**src/hw/cbc_pkg.sv**
```systemverilog
// shared constants for the clock buffer control block
package cbc_pkg;
    // timing
    localparam int CLK_HZ = 10_000_000;
    localparam int T_LOCK_US = 1000;
    // latency must stay below the limit, so one cycle short of it
    localparam int LOCK_CYC_DFLT = T_LOCK_US * (CLK_HZ / 1_000_000) - 1;
    localparam int N_PAIRS = 8;

    // register indices
    localparam logic [7:0] OFS_FREQ = 8'h00;
    localparam logic [7:0] OFS_OUT_EN = 8'h01;
    localparam logic [7:0] OFS_STOP = 8'h02;
    localparam logic [7:0] OFS_RSVD = 8'h03;
    localparam logic [7:0] OFS_VENREV = 8'h04;
    localparam logic [7:0] OFS_DEVID = 8'h05;
    localparam logic [7:0] OFS_COUNT = 8'h06;

    // reset values and write mask
    localparam logic [7:0] FREQ_RST = 8'h81;
    localparam logic [7:0] FREQ_WMASK = 8'hcb;
    localparam logic [7:0] OUT_EN_RST = 8'hff;
    localparam logic [7:0] STOP_RST = 8'h00;
    localparam logic [7:0] COUNT_RST = 8'h07;
    localparam logic [7:0] RSVD_VALUE = 8'h00;

    // field positions in frequency_select
    localparam int BIT_PD_SEL = 7;
    localparam int BIT_STOP_SEL = 6;
    localparam int BIT_MODE_HI = 3;
    localparam int BIT_MODE_LO = 1;
    localparam int BIT_HALVE_N = 0;

    // decoded three-level strap codes
    localparam logic [1:0] STRAP_LOW = 2'h0;
    localparam logic [1:0] STRAP_MID = 2'h1;
    localparam logic [1:0] STRAP_HIGH = 2'h2;
    localparam logic [1:0] STRAP_CAPTURE = 2'h2;

    // seven-bit bus addresses per address strap level
    localparam logic [6:0] ADDR_LOW = 7'h6d;
    localparam logic [6:0] ADDR_MID = 7'h6e;
    localparam logic [6:0] ADDR_HIGH = 7'h6c;

    // pair drive codes {true, true_oe, comp, comp_oe}
    localparam logic [3:0] PARK_DRIVEN = 4'hc;
    localparam logic [3:0] PARK_HIZ = 4'h0;
    localparam logic [3:0] WAKE_DRIVEN = 4'hf;

    // serial bit counting
    localparam logic [3:0] BYTE_BITS = 4'h8;
    localparam logic [3:0] ACK_DONE = 4'h9;
endpackage : cbc_pkg

```
**src/hw/cbc_smb_if.sv**
```systemverilog
// byte-level handshake between the serial engine and the register bank
`timescale 1ns/1ns
interface cbc_smb_if;
    logic start;
    logic stop;
    logic rx_valid;
    logic [7:0] rx_data;
    logic ack_en;
    logic tx_en;
    logic [7:0] tx_data;
    logic tx_taken;

    modport phy (
        output start, stop, rx_valid, rx_data, tx_taken,
        input ack_en, tx_en, tx_data
    );
    modport ctrl (
        input start, stop, rx_valid, rx_data, tx_taken,
        output ack_en, tx_en, tx_data
    );
endinterface : cbc_smb_if

```
**src/hw/cbc_smb_phy.sv**
```systemverilog
// serial bus bit engine: start/stop detection, byte shifting, acknowledge
`timescale 1ns/1ns
module cbc_smb_phy
    import cbc_pkg::*;
(
    // clock and reset
    input wire logic clock_in,
    input wire logic rst_in,
    // bus pins
    input wire logic scl_in,
    input wire logic sda_in,
    output logic sda_out,
    output logic sda_oe_out,
    // byte side
    cbc_smb_if.phy bus
);
    logic scl_s1, scl_s2, scl_p, sda_s1, sda_s2, sda_p;
    logic active_reg, tx_mode_reg, mst_ack_reg;
    logic [3:0] cnt_reg;
    logic [7:0] sh_reg, tx_sh_reg;
    logic scl_rise, scl_fall, start_c, stop_c;

    // pins come from the host's domain, two flops before use
    always_ff @(posedge clock_in or posedge rst_in)
    begin
        if (rst_in)
        begin
            {scl_s1, scl_s2, scl_p} <= 3'h7;
            {sda_s1, sda_s2, sda_p} <= 3'h7;
        end
        else
        begin
            {scl_s1, scl_s2, scl_p} <= {scl_in, scl_s1, scl_s2};
            {sda_s1, sda_s2, sda_p} <= {sda_in, sda_s1, sda_s2};
        end
    end

    // bus conditions seen on the synchronised copies only
    assign scl_rise = scl_s2 & ~scl_p;
    assign scl_fall = ~scl_s2 & scl_p;
    assign start_c = scl_s2 & scl_p & sda_p & ~sda_s2;
    assign stop_c = scl_s2 & scl_p & ~sda_p & sda_s2;

    // open-drain: only ever pulls low
    always_ff @(posedge clock_in or posedge rst_in)
    begin
        if (rst_in)
            sda_out <= 1'b0;
        else
            sda_out <= 1'b0;
    end

    // byte engine; changes to sda only after scl falls
    always_ff @(posedge clock_in or posedge rst_in)
    begin
        if (rst_in)
        begin
            active_reg <= 1'b0;
            tx_mode_reg <= 1'b0;
            mst_ack_reg <= 1'b0;
            cnt_reg <= 4'h0;
            sh_reg <= 8'h00;
            tx_sh_reg <= 8'h00;
            sda_oe_out <= 1'b0;
            bus.start <= 1'b0;
            bus.stop <= 1'b0;
            bus.rx_valid <= 1'b0;
            bus.rx_data <= 8'h00;
            bus.tx_taken <= 1'b0;
        end
        else
        begin
            bus.start <= start_c;
            bus.stop <= stop_c;
            bus.rx_valid <= 1'b0;
            bus.tx_taken <= 1'b0;
            if (start_c)
            begin
                active_reg <= 1'b1;
                cnt_reg <= 4'h0;
                tx_mode_reg <= 1'b0;
                sda_oe_out <= 1'b0;
            end
            else if (stop_c)
            begin
                active_reg <= 1'b0;
                tx_mode_reg <= 1'b0;
                sda_oe_out <= 1'b0;
            end
            else if (active_reg && scl_rise)
            begin
                cnt_reg <= cnt_reg + 4'h1;
                if (cnt_reg < BYTE_BITS)
                begin
                    sh_reg <= {sh_reg[6:0], sda_s2};
                    // early strobe gives the bank time to decide the ack
                    if (cnt_reg == BYTE_BITS - 4'h1 && !tx_mode_reg)
                    begin
                        bus.rx_valid <= 1'b1;
                        bus.rx_data <= {sh_reg[6:0], sda_s2};
                    end
                end
                else
                    mst_ack_reg <= ~sda_s2;
            end
            else if (active_reg && scl_fall)
            begin
                if (cnt_reg == BYTE_BITS)
                    sda_oe_out <= tx_mode_reg ? 1'b0 : bus.ack_en;
                else if (cnt_reg == ACK_DONE)
                begin
                    cnt_reg <= 4'h0;
                    if (bus.tx_en && (!tx_mode_reg || mst_ack_reg))
                    begin
                        tx_mode_reg <= 1'b1;
                        tx_sh_reg <= bus.tx_data;
                        sda_oe_out <= ~bus.tx_data[7];
                        bus.tx_taken <= 1'b1;
                    end
                    else
                    begin
                        tx_mode_reg <= 1'b0;
                        sda_oe_out <= 1'b0;
                    end
                end
                else if (tx_mode_reg)
                begin
                    tx_sh_reg <= {tx_sh_reg[6:0], 1'b0};
                    sda_oe_out <= ~tx_sh_reg[6];
                end
            end
        end
    end
endmodule : cbc_smb_phy

```
**src/hw/cbc_top.sv**
```systemverilog
// clock buffer control: serial register bank and power-down sequencer
`timescale 1ns/1ns
// Function
// - select 0 parks true high, complement off
// - select 1 parks both outputs tri-stated
// - byte 0 bit 0 picks halved or full
// - pair runs only with bit, and pin when stoppable
// - byte 2 makes pair stoppable by pin
// - byte 4 read-only revision and vendor
// - byte 5 holds writable device code
// - byte 6 sets block read count, 7
// - power-down stops outputs, enters low power
// - power-down pin asynchronous, enter and leave
// - park outputs before stopping the loop
// - two complement rises, park on fall
// - stable outputs under 1 ms after release; clocks run LOCK_CYC + 2 to 3 cycles after it, just over 1 ms by default
// - select 1 drives outputs soon after release
// - block write: index, count, sequential bytes
// - block read: count first, then bytes
// - middle strap answers dc and dd
module cbc_top
    import cbc_pkg::*;
#(
    parameter int LOCK_CYC = LOCK_CYC_DFLT,
    parameter logic [3:0] REV_CODE = 4'h1, // arbitrary value
    parameter logic [3:0] VEN_CODE = 4'h2, // arbitrary value
    parameter logic [7:0] DEV_CODE = 8'h5a // arbitrary value
)
(
    // clock and reset
    input wire logic clock_in,
    input wire logic rst_in,
    // serial bus
    input wire logic scl_in,
    input wire logic sda_in,
    output logic sda_out,
    output logic sda_oe_out,
    // control pins
    input wire logic powerdown_n_in,
    input wire logic [7:0] output_enable_n_in,
    input wire logic reference_clock_in,
    input wire logic [1:0] mode_strap_in,
    input wire logic [1:0] bus_address_strap_in,
    // clock outputs, one bit per pair
    output logic [7:0] diff_clock_true_out,
    output logic [7:0] diff_clock_true_oe_out,
    output logic [7:0] diff_clock_complement_out,
    output logic [7:0] diff_clock_complement_oe_out,
    // loop and power state
    output logic pll_run_out,
    output logic low_power_out
);
    typedef enum logic [7:0] {
        S_IDLE = 8'h01,
        S_ADDR = 8'h02,
        S_INDEX = 8'h04,
        S_COUNT = 8'h08,
        S_WDATA = 8'h10,
        S_RCOUNT = 8'h20,
        S_RDATA = 8'h40,
        S_SKIP = 8'h80
    } cbc_bus_st_t;

    typedef enum logic [4:0] {
        PD_RUN = 5'h01,
        PD_ONE = 5'h02,
        PD_TWO = 5'h04,
        PD_DOWN = 5'h08,
        PD_LOCK = 5'h10
    } cbc_pd_st_t;

    localparam int CNT_W = $clog2(LOCK_CYC + 1);

    cbc_smb_if smb ();

    cbc_bus_st_t bus_st_reg;
    cbc_pd_st_t pd_st_reg, pd_next;
    logic pd_s1, pd_s2, ref_s1, ref_s2, ref_p;
    logic [7:0] oen_s1, oen_s2;
    logic [3:0] strap_s1, strap_s2;
    logic [1:0] strap_cnt_reg;
    logic [7:0] freq_sel_reg, out_en_reg, stop_sel_reg, dev_id_reg, rb_count_reg;
    logic [7:0] index_reg, wleft_reg;
    logic [6:0] my_addr;
    logic wr_en;
    logic phase_reg, phase_prev_reg, comp_rise, comp_fall;
    logic [CNT_W-1:0] lock_cnt_reg;
    logic [7:0] run_pair;

    // serial bit engine
    cbc_smb_phy u_phy (
        .clock_in(clock_in),
        .rst_in(rst_in),
        .scl_in(scl_in),
        .sda_in(sda_in),
        .sda_out(sda_out),
        .sda_oe_out(sda_oe_out),
        .bus(smb)
    );

    // pin synchronisers; the first stage feeds only the second
    always_ff @(posedge clock_in or posedge rst_in)
    begin
        if (rst_in)
        begin
            {pd_s1, pd_s2} <= 2'h3;
            {ref_s1, ref_s2} <= 2'h0;
            oen_s1 <= 8'hff;
            oen_s2 <= 8'hff;
            strap_s1 <= 4'h0;
            strap_s2 <= 4'h0;
        end
        else
        begin
            {pd_s1, pd_s2} <= {powerdown_n_in, pd_s1};
            {ref_s1, ref_s2} <= {reference_clock_in, ref_s1};
            oen_s1 <= output_enable_n_in;
            oen_s2 <= oen_s1;
            strap_s1 <= {mode_strap_in, bus_address_strap_in};
            strap_s2 <= strap_s1;
        end
    end

    // strap sampled once the synchroniser has filled after release
    always_ff @(posedge clock_in or posedge rst_in)
    begin
        if (rst_in)
            strap_cnt_reg <= 2'h0;
        else if (strap_cnt_reg != 2'h3)
            strap_cnt_reg <= strap_cnt_reg + 2'h1;
    end

    // address follows the synchronised strap level
    always_comb
    begin
        unique case (strap_s2[1:0])
            STRAP_LOW: my_addr = ADDR_LOW;
            STRAP_HIGH: my_addr = ADDR_HIGH;
            default: my_addr = ADDR_MID;
        endcase
    end

    // readback mux, reserved and unmapped indices read zero
    function automatic logic [7:0] rd_byte(input logic [7:0] idx);
        unique case (idx)
            OFS_FREQ: rd_byte = freq_sel_reg;
            OFS_OUT_EN: rd_byte = out_en_reg;
            OFS_STOP: rd_byte = stop_sel_reg;
            OFS_VENREV: rd_byte = {REV_CODE, VEN_CODE};
            OFS_DEVID: rd_byte = dev_id_reg;
            OFS_COUNT: rd_byte = rb_count_reg;
            default: rd_byte = RSVD_VALUE;
        endcase
    endfunction : rd_byte

    // block protocol sequencing; index survives a repeated start
    always_ff @(posedge clock_in or posedge rst_in)
    begin
        if (rst_in)
        begin
            bus_st_reg <= S_IDLE;
            index_reg <= 8'h00;
            wleft_reg <= 8'h00;
            smb.ack_en <= 1'b0;
            smb.tx_en <= 1'b0;
            smb.tx_data <= 8'h00;
        end
        else if (smb.stop)
        begin
            bus_st_reg <= S_IDLE;
            smb.ack_en <= 1'b0;
            smb.tx_en <= 1'b0;
        end
        else if (smb.start)
        begin
            bus_st_reg <= S_ADDR;
            smb.ack_en <= 1'b0;
            smb.tx_en <= 1'b0;
        end
        else if (smb.rx_valid)
        begin
            unique case (bus_st_reg)
                S_ADDR:
                begin
                    if (smb.rx_data[7:1] == my_addr)
                    begin
                        smb.ack_en <= 1'b1;
                        if (smb.rx_data[0])
                        begin
                            bus_st_reg <= S_RCOUNT;
                            smb.tx_en <= 1'b1;
                            smb.tx_data <= rb_count_reg;
                        end
                        else
                            bus_st_reg <= S_INDEX;
                    end
                    else
                    begin
                        smb.ack_en <= 1'b0;
                        bus_st_reg <= S_SKIP;
                    end
                end
                S_INDEX:
                begin
                    index_reg <= smb.rx_data;
                    bus_st_reg <= S_COUNT;
                end
                S_COUNT:
                begin
                    wleft_reg <= smb.rx_data;
                    bus_st_reg <= S_WDATA;
                end
                S_WDATA:
                begin
                    if (wleft_reg != 8'h00)
                    begin
                        index_reg <= index_reg + 8'h01;
                        wleft_reg <= wleft_reg - 8'h01;
                    end
                end
                S_IDLE, S_RCOUNT, S_RDATA, S_SKIP: ;
                default: bus_st_reg <= S_IDLE;
            endcase
        end
        else if (smb.tx_taken)
        begin
            // next byte is staged while the current one shifts out
            if (bus_st_reg == S_RCOUNT)
            begin
                bus_st_reg <= S_RDATA;
                smb.tx_data <= rd_byte(index_reg);
            end
            else
            begin
                index_reg <= index_reg + 8'h01;
                smb.tx_data <= rd_byte(index_reg + 8'h01);
            end
        end
    end

    // writes only while the announced count lasts
    assign wr_en = smb.rx_valid && bus_st_reg == S_WDATA && wleft_reg != 8'h00;

    // register bank
    always_ff @(posedge clock_in or posedge rst_in)
    begin
        if (rst_in)
        begin
            freq_sel_reg <= FREQ_RST;
            out_en_reg <= OUT_EN_RST;
            stop_sel_reg <= STOP_RST;
            dev_id_reg <= DEV_CODE;
            rb_count_reg <= COUNT_RST;
        end
        else
        begin
            if (strap_cnt_reg == STRAP_CAPTURE)
            begin
                freq_sel_reg[BIT_MODE_HI] <= strap_s2[3:2] == STRAP_MID;
                freq_sel_reg[BIT_MODE_LO] <= strap_s2[3:2] == STRAP_HIGH;
            end
            if (wr_en)
            begin
                unique case (index_reg)
                    OFS_FREQ: freq_sel_reg <= smb.rx_data & FREQ_WMASK;
                    OFS_OUT_EN: out_en_reg <= smb.rx_data;
                    OFS_STOP: stop_sel_reg <= smb.rx_data;
                    OFS_DEVID: dev_id_reg <= smb.rx_data;
                    OFS_COUNT: rb_count_reg <= smb.rx_data;
                    default: ; // read-only and reserved ignore writes
                endcase
            end
        end
    end

    // output phase from the sampled reference, frozen while the loop is off
    always_ff @(posedge clock_in or posedge rst_in)
    begin
        if (rst_in)
        begin
            phase_reg <= 1'b0;
            phase_prev_reg <= 1'b0;
            ref_p <= 1'b0;
        end
        else
        begin
            ref_p <= ref_s2;
            phase_prev_reg <= phase_reg;
            if (pll_run_out)
            begin
                if (freq_sel_reg[BIT_HALVE_N])
                    phase_reg <= ref_s2;
                else if (ref_s2 && !ref_p)
                    phase_reg <= ~phase_reg;
            end
        end
    end

    // complement is the inverse of the true phase
    assign comp_rise = phase_prev_reg & ~phase_reg;
    assign comp_fall = ~phase_prev_reg & phase_reg;

    // power-down sequence; relies on the host keeping the reference alive
    always_comb
    begin
        pd_next = pd_st_reg;
        unique case (pd_st_reg)
            PD_RUN: if (comp_rise && !pd_s2) pd_next = PD_ONE;
            PD_ONE: if (comp_rise) pd_next = pd_s2 ? PD_RUN : PD_TWO;
            PD_TWO: if (comp_fall) pd_next = PD_DOWN;
            PD_DOWN: if (pd_s2) pd_next = PD_LOCK;
            PD_LOCK:
            begin
                if (!pd_s2)
                    pd_next = PD_DOWN;
                else if (lock_cnt_reg == CNT_W'(LOCK_CYC - 1))
                    pd_next = PD_RUN;
            end
            default: pd_next = PD_RUN;
        endcase
    end

    // state, lock timer and loop control; loop stops a cycle after parking
    always_ff @(posedge clock_in or posedge rst_in)
    begin
        if (rst_in)
        begin
            pd_st_reg <= PD_RUN;
            lock_cnt_reg <= '0;
            pll_run_out <= 1'b1;
            low_power_out <= 1'b0;
        end
        else
        begin
            pd_st_reg <= pd_next;
            lock_cnt_reg <= (pd_st_reg == PD_LOCK) ? lock_cnt_reg + 1'b1 : '0;
            pll_run_out <= pd_st_reg != PD_DOWN;
            low_power_out <= pd_st_reg == PD_DOWN;
        end
    end

    // a stoppable pair obeys its active-low pin, a free-running one ignores it
    assign run_pair = out_en_reg & (~stop_sel_reg | ~oen_s2);

    // parked drive code: driven true high, or fully tri-stated
    function automatic logic [3:0] park(input logic hiz);
        park = hiz ? PARK_HIZ : PARK_DRIVEN;
    endfunction : park

    // per-pair drivers, updated from the next power state
    always_ff @(posedge clock_in or posedge rst_in)
    begin
        if (rst_in)
        begin
            diff_clock_true_out <= 8'h00;
            diff_clock_true_oe_out <= 8'h00;
            diff_clock_complement_out <= 8'h00;
            diff_clock_complement_oe_out <= 8'h00;
        end
        else
        begin
            for (int n = 0; n < N_PAIRS; n++)
            begin
                if (pd_next == PD_DOWN)
                    {diff_clock_true_out[n], diff_clock_true_oe_out[n],
                     diff_clock_complement_out[n], diff_clock_complement_oe_out[n]}
                        <= park(freq_sel_reg[BIT_PD_SEL]);
                else if (pd_next == PD_LOCK)
                    // static levels until lock; driven at once, well inside the limit
                    {diff_clock_true_out[n], diff_clock_true_oe_out[n],
                     diff_clock_complement_out[n], diff_clock_complement_oe_out[n]}
                        <= freq_sel_reg[BIT_PD_SEL] ? WAKE_DRIVEN : PARK_DRIVEN;
                else if (run_pair[n])
                    {diff_clock_true_out[n], diff_clock_true_oe_out[n],
                     diff_clock_complement_out[n], diff_clock_complement_oe_out[n]}
                        <= {phase_reg, 1'b1, ~phase_reg, 1'b1};
                else
                    {diff_clock_true_out[n], diff_clock_true_oe_out[n],
                     diff_clock_complement_out[n], diff_clock_complement_oe_out[n]}
                        <= park(freq_sel_reg[BIT_STOP_SEL]);
            end
        end
    end
endmodule : cbc_top

```
**config.mk**
```make
export PLATFORM = sky130hd
export DESIGN_NAME = cbc_top
export DESIGN_NICKNAME = d
export VERILOG_FILES = /design/src/hw/cbc_pkg.sv /design/src/hw/cbc_smb_if.sv /design/src/hw/cbc_smb_phy.sv /design/src/hw/cbc_top.sv
export SDC_FILE = /design/constraint.sdc
export NUM_CORES = 1
export LEC_CHECK = 0
export ABC_AREA = 1
export ABC_CLOCK_PERIOD_IN_PS = 8400
export BUFFER_PORTS_ARGS = -buffer_cell sky130_fd_sc_hd__buf_2
export CORE_AREA = 2 2 157 159
export CTS_BUF_LIST = sky130_fd_sc_hd__clkbuf_4
export DETAILED_ROUTE_END_ITERATION = 8
export DIE_AREA = 0 0 159 161
export SYNTH_ARGS = -nofsm -noshare
export SYNTH_HDL_FRONTEND = slang
export SYNTH_SLANG_ARGS = --single-unit
export TNS_END_PERCENT = 30
```
**constraint.sdc**
```tcl
create_clock -name clock_in -period 8.4 [get_ports clock_in]
set_clock_uncertainty 0.1 [all_clocks]
set_input_delay 1.68 -clock clock_in [delete_from_list [all_inputs] [get_ports clock_in]]
set_output_delay 1.68 -clock clock_in [all_outputs]
set_load 0.02 [all_outputs]
```
# Yosys cells after proc, flatten, opt, wreduce, memory -nomap -nowiden
# Index checks and enable logic that the tools add are counted.
[word_totals] out_inout_bits=36 n_memories=0 mem_bits_ro=0 elab_cells=372 ff_bits=197 ram_bits=0 in_bits=18 latchBits=0
[classes] n_reduce_logical=52 n_mux=187 bitwise_logic=28 div_mod_pow=0 n_addsub=5 n_shift=0 n_eq_ne=49 multipliers=0 magnitude_cmp=1
[ops] op="1-bit two-way mux" n=140
[ops] op="8-bit two-way mux" n=17
[ops] op="8-bit one-hot mux with 6 select lines" n=2
[ops] op="8-bit by 3-bit == test with 1-bit output (second input constant)" n=7
[ops] op="4-bit two-way mux" n=10
[ops] op="8-bit one-hot mux with 2 select lines" n=2
[ops] op="8-bit one-hot mux with 4 select lines" n=1
[ops] op="5-bit two-way mux" n=6
[ops] op="5-bit one-hot mux with 5 select lines" n=1
[ops] op="8-bit by 1-bit == test with 1-bit output (second input constant)" n=3
[ops] op="8-bit by 2-bit == test with 1-bit output (second input constant)" n=3
[ops] op="3-bit nonzero test" n=8
[ops] op="7-bit two-way mux" n=3
[ops] op="4-bit AND reduction" n=5
[ops] op="8-bit zero test" n=2
[ops] op="8-bit NOT" n=2
[ops] op="1-bit NOT" n=15
[ops] op="14-bit by 1-bit adder with 14-bit output (second input constant)" n=1
[ops] op="14-bit == test (second input constant)" n=1
[ops] op="14-bit two-way mux" n=1
[ops] op="2-bit AND reduction" n=7
[ops] op="2-bit inequality test (second input constant)" n=6
[ops] op="6-bit AND reduction" n=2
[ops] op="5-bit by 4-bit == test with 1-bit output (second input constant)" n=2
[ops] op="43 further kinds" n=75

# Depth between registers and ports, before layout
[depth] word_depth=10 mapped_depth=15 depth_no_buf=14

# Cells and area by module
# From an unflattened synthesis, not the netlist that was laid out.
[unflattened] cells_unflattened=1087 area_unflattened_um2=9505.4
[by_module_without_submodules] mod="cbc_top" seq_area_each_um2=3976.3 instances=1 cells_each=892 area_each_um2=7671.1
[by_module_without_submodules] mod="cbc_smb_phy" seq_area_each_um2=1008.5 instances=1 cells_each=195 area_each_um2=1834.3

# Worst setup path after synthesis
# Ideal clock, no wire load.
[synth_path] kind="register to output" start="reg pll_run_out" end="out pll_run_out" arrival_ns=0.563 required_ns=6.620 n_path_buf=0 path_slack_ns=6.057 path_stages_with_launch=1 cell_sequence="dfstp_2"
[synth_lines] element="from (decl)" line="cbc_top.sv:50" rtl="output logic pll_run_out,"
[synth_lines] element="from (signal assigned)" line="cbc_top.sv:330" rtl="pll_run_out <= 1'b1;"
[synth_lines] element="from (signal assigned)" line="cbc_top.sv:337" rtl="pll_run_out <= pd_st_reg != PD_DOWN;"
# No word-level cell between the ends.

# Worst setup path after layout
[layout_path] start="reg pll_run_out" end="out pll_run_out"
# No word-level cell between the ends.

==> run metrics <==
r2r endpoint=wleft_reg[6]; peak supply drop=0.0000776 V; H-tree depth=4; initial core utilization=39.3%; Worst Path Buf+Inv=1; NetSw=543 uW; Final Max Tran Viols=0; DRT Wirelength=21.1 mm; # fillers=2436; area post-placement=9930 sq um; initial antenna violation count=1; area growth from synthesis to layout=8.56%; slowest stage delay, CP=0.58 ns; CP Cell Sequence=buf_2; Post-Syn Area=9410 sq um; Power Density=173 nW/um^2; first-iteration detailed-routing DRC count=578; largest net degree at the start of global routing=116; FMAX=0.319 GHz; grt met1 use=22.9%; Final Hold Vio Count=0; post-DP HPWL=15.1 mm; switching part of the total=30.7%; Setup TNS=0 ns; HP Class=reg2reg; clk sinks=197; Clk Latency, worst-skew pair=0.61 ns; routing usage on met2=29.0%; final core occ=42.6%; Vias/cell=4.92; FF+latch count, synth=197; post-layout power=1770 uW; TritonCTS clock tree=built; P_leak=0.00464 uW; post-synthesis area per instance=8.22 sq um; grt peak-use layer=met2; post-CTS resize count=0; share of layout cells above drive strength 1=13.1%; # Max-Cap Violations=0; Synth Instances=1145; Antenna Nets Post-Route=0; Seq pwr share=58.9%; Final #Nets=1216; Final Wtd Congestion=0.853; first-pass GRT wire length=35.9 mm; Hold Crit Depth=0; Core Box Area=24000 sq um; post-synth cell types=45; routed vias=7481; Post-CTS Setup Repair Bufs=0; crit-path max FO=2; Slew headroom=25.3%; met3 GRT Util=2.75%; Post-CTS Hold Buffers=0; Die W=159 um; Rows=57; status=completed; Design Area, Final=10200 sq um; P_int=1230 uW; kind of critical path=reg2out; Reg2Reg Setup Slack=5.34 ns; Net Count, Synth=1177; Slowest cell on crit path=dfstp_2; grt total ovfl=0; fin crit share=37.3%; RSZ-0062 raised after global routing=no; critical path required time=6.62 ns; worst r2r path cells=11; IO Pins=54; Num CTS Buffers=17; Reg2Reg Launch Point=bus_st_reg[1]; Hold EP=pd_s2; Root Buffer=clkbuf_4; cell family with most CP delay=flip-flops; setup violators final=0; WL/cell=13.9 um; CTS Buffer Depth=2; die area=25600 sq um; Remaining DRCs=0; Vert. Die Dim=161 um; Arrival @ worst endpoint=1.35 ns; Comb pwr share=12.2%; Hold Startpoint=pd_s1; drt pass-1 iters=7; max reg flops=14; Clock Power Share=28.9%; crit path time final=3.13 ns; type of origin of the critical path=flip-flop; sequential fraction of the synthesis area=53.0%; port buffer count=52; vias in the first global route=7152; crit end category=output pin; Clock transition at path regs=0.18 ns; Slew @ Worst Pin=1.12 ns; GRT Util Overall=17.2%; YS warnings=0
-- cells in the mapped netlist (all sizes together) --
master	count	area share, %
o21ai	145	7.8
a31oi	2	0.13
dfrtp	153	41
o2111ai	1	0.093
or2	1	0.067
o22ai	5	0.33
inv	135	5.4
nand2	270	11
a21oi	50	2.7
nand4	22	1.6
clkbuf	18	0.72
xnor2	2	0.19
nor2	121	5.0
nand3	86	4.6
xor2	4	0.37
ha	14	1.9
o311ai	2	0.19
a221oi	1	0.093
conb	1	0.040
nor3	26	1.6
o31ai	1	0.080
a22oi	1	0.080
o21a	4	0.32
nor3b	4	0.32
a211oi	2	0.16
buf	15	0.98
o211ai	9	0.72
a21boi	1	0.080
nor4	5	0.62
dfstp	44	12
-- per-layer routing --
layer  wire length (um)  up-vias
li1                   -     3808
met1               9880     3493
met2              10100      157
met3                769       23
met4                323        0
met5                  0        -
-- layout by cell type (no fill, tap or decap), types with 3 or more instances in the layout --
cell	Yosys	layout
nor3_1	23	23
ha_1	14	14
inv_1	129	128
buf_2	11	52
o21ai_0	141	141
nor2_2	8	8
o21a_1	4	4
a21oi_1	49	49
nand4_1	20	20
nand3_1	85	85
o22ai_1	5	5
nor2_1	113	113
dfrtp_1	153	153
inv_6	0	4
inv_8	0	3
dfstp_2	44	44
nor3b_1	4	4
o211ai_1	9	9
xor2_1	4	4
inv_2	5	5
nand2_1	268	268
clkbuf_4	0	19
-- metrics by stage --
stage          hold slack, ns  setup WS [ns]  instances
6_report                0.235           5.27       1522
2_1_floorplan           0.231           1.32       1145
4_1_cts                 0.242           5.22       1521
3_5_place_dp            0.235           4.78       1489
5_1_grt                 0.236           4.95       1522
3_3_place_gp            0.232           4.82       1489
-- worst reg2reg max path, stage by stage, from the launching register on --
cell and delay, ns:
dfrtp_1 0.43, nor2_1 0.21, nand2_1 0.14, inv_1 0.09, nand4_2 0.28, inv_2 0.27
nor2_1 0.06, nor3_1 0.80, inv_1 0.24, a21oi_1 0.18, o21ai_0 0.10, o21ai_1 0.09
-- power by group through the flow --
stage / Clock, uW / Combinational, uW / Sequential (uW)
floorplan: 0 / 170 / 1050
global placement: 0 / 215 / 1060
detailed placement: 0 / 218 / 1060
CTS: 531 / 219 / 1040
global route: 570 / 254 / 1050
finish: 511 / 216 / 1040
-- final cells by class --
class	count	area, sq um	share of cell area, %
Clock inverter	13	140	1.37
Tap cell	324	405	3.97
Multi-Input combinational cell	780	3760	36.8
Antenna cell	1	2.50	0.0245
Timing Repair Buffer	53	268	2.62
Clock buffer	19	143	1.40
Sequential cell	197	4980	48.8
Inverter	135	517	5.06
-- logic make-up after synthesis --
kind of cell	count (synthesis)	share of synthesized area, %
other	1	0.0398
adders and majority gates	14	1.86
AOI/OAI and AO/OA	224	12.8
DFF	197	53.0
buffers and inverters	168	7.11
and+or+nand+nor	535	24.7
xor gates and xnor gates	6	0.558
-- worst max-delay path by stage --
stage,start,to,cells after the start
final,pll_run_out,pll_run_out,1
after floorplan,rst_in,bus_st_reg[1],1
after CTS,pll_run_out,pll_run_out,1
after detailed placement,rst_in,strap_s1[0],3
after global placement,rst_in,strap_s1[0],3
after global routing,index_reg[0],smb.tx_data[0],13
Power figures use the tool's default switching activity.
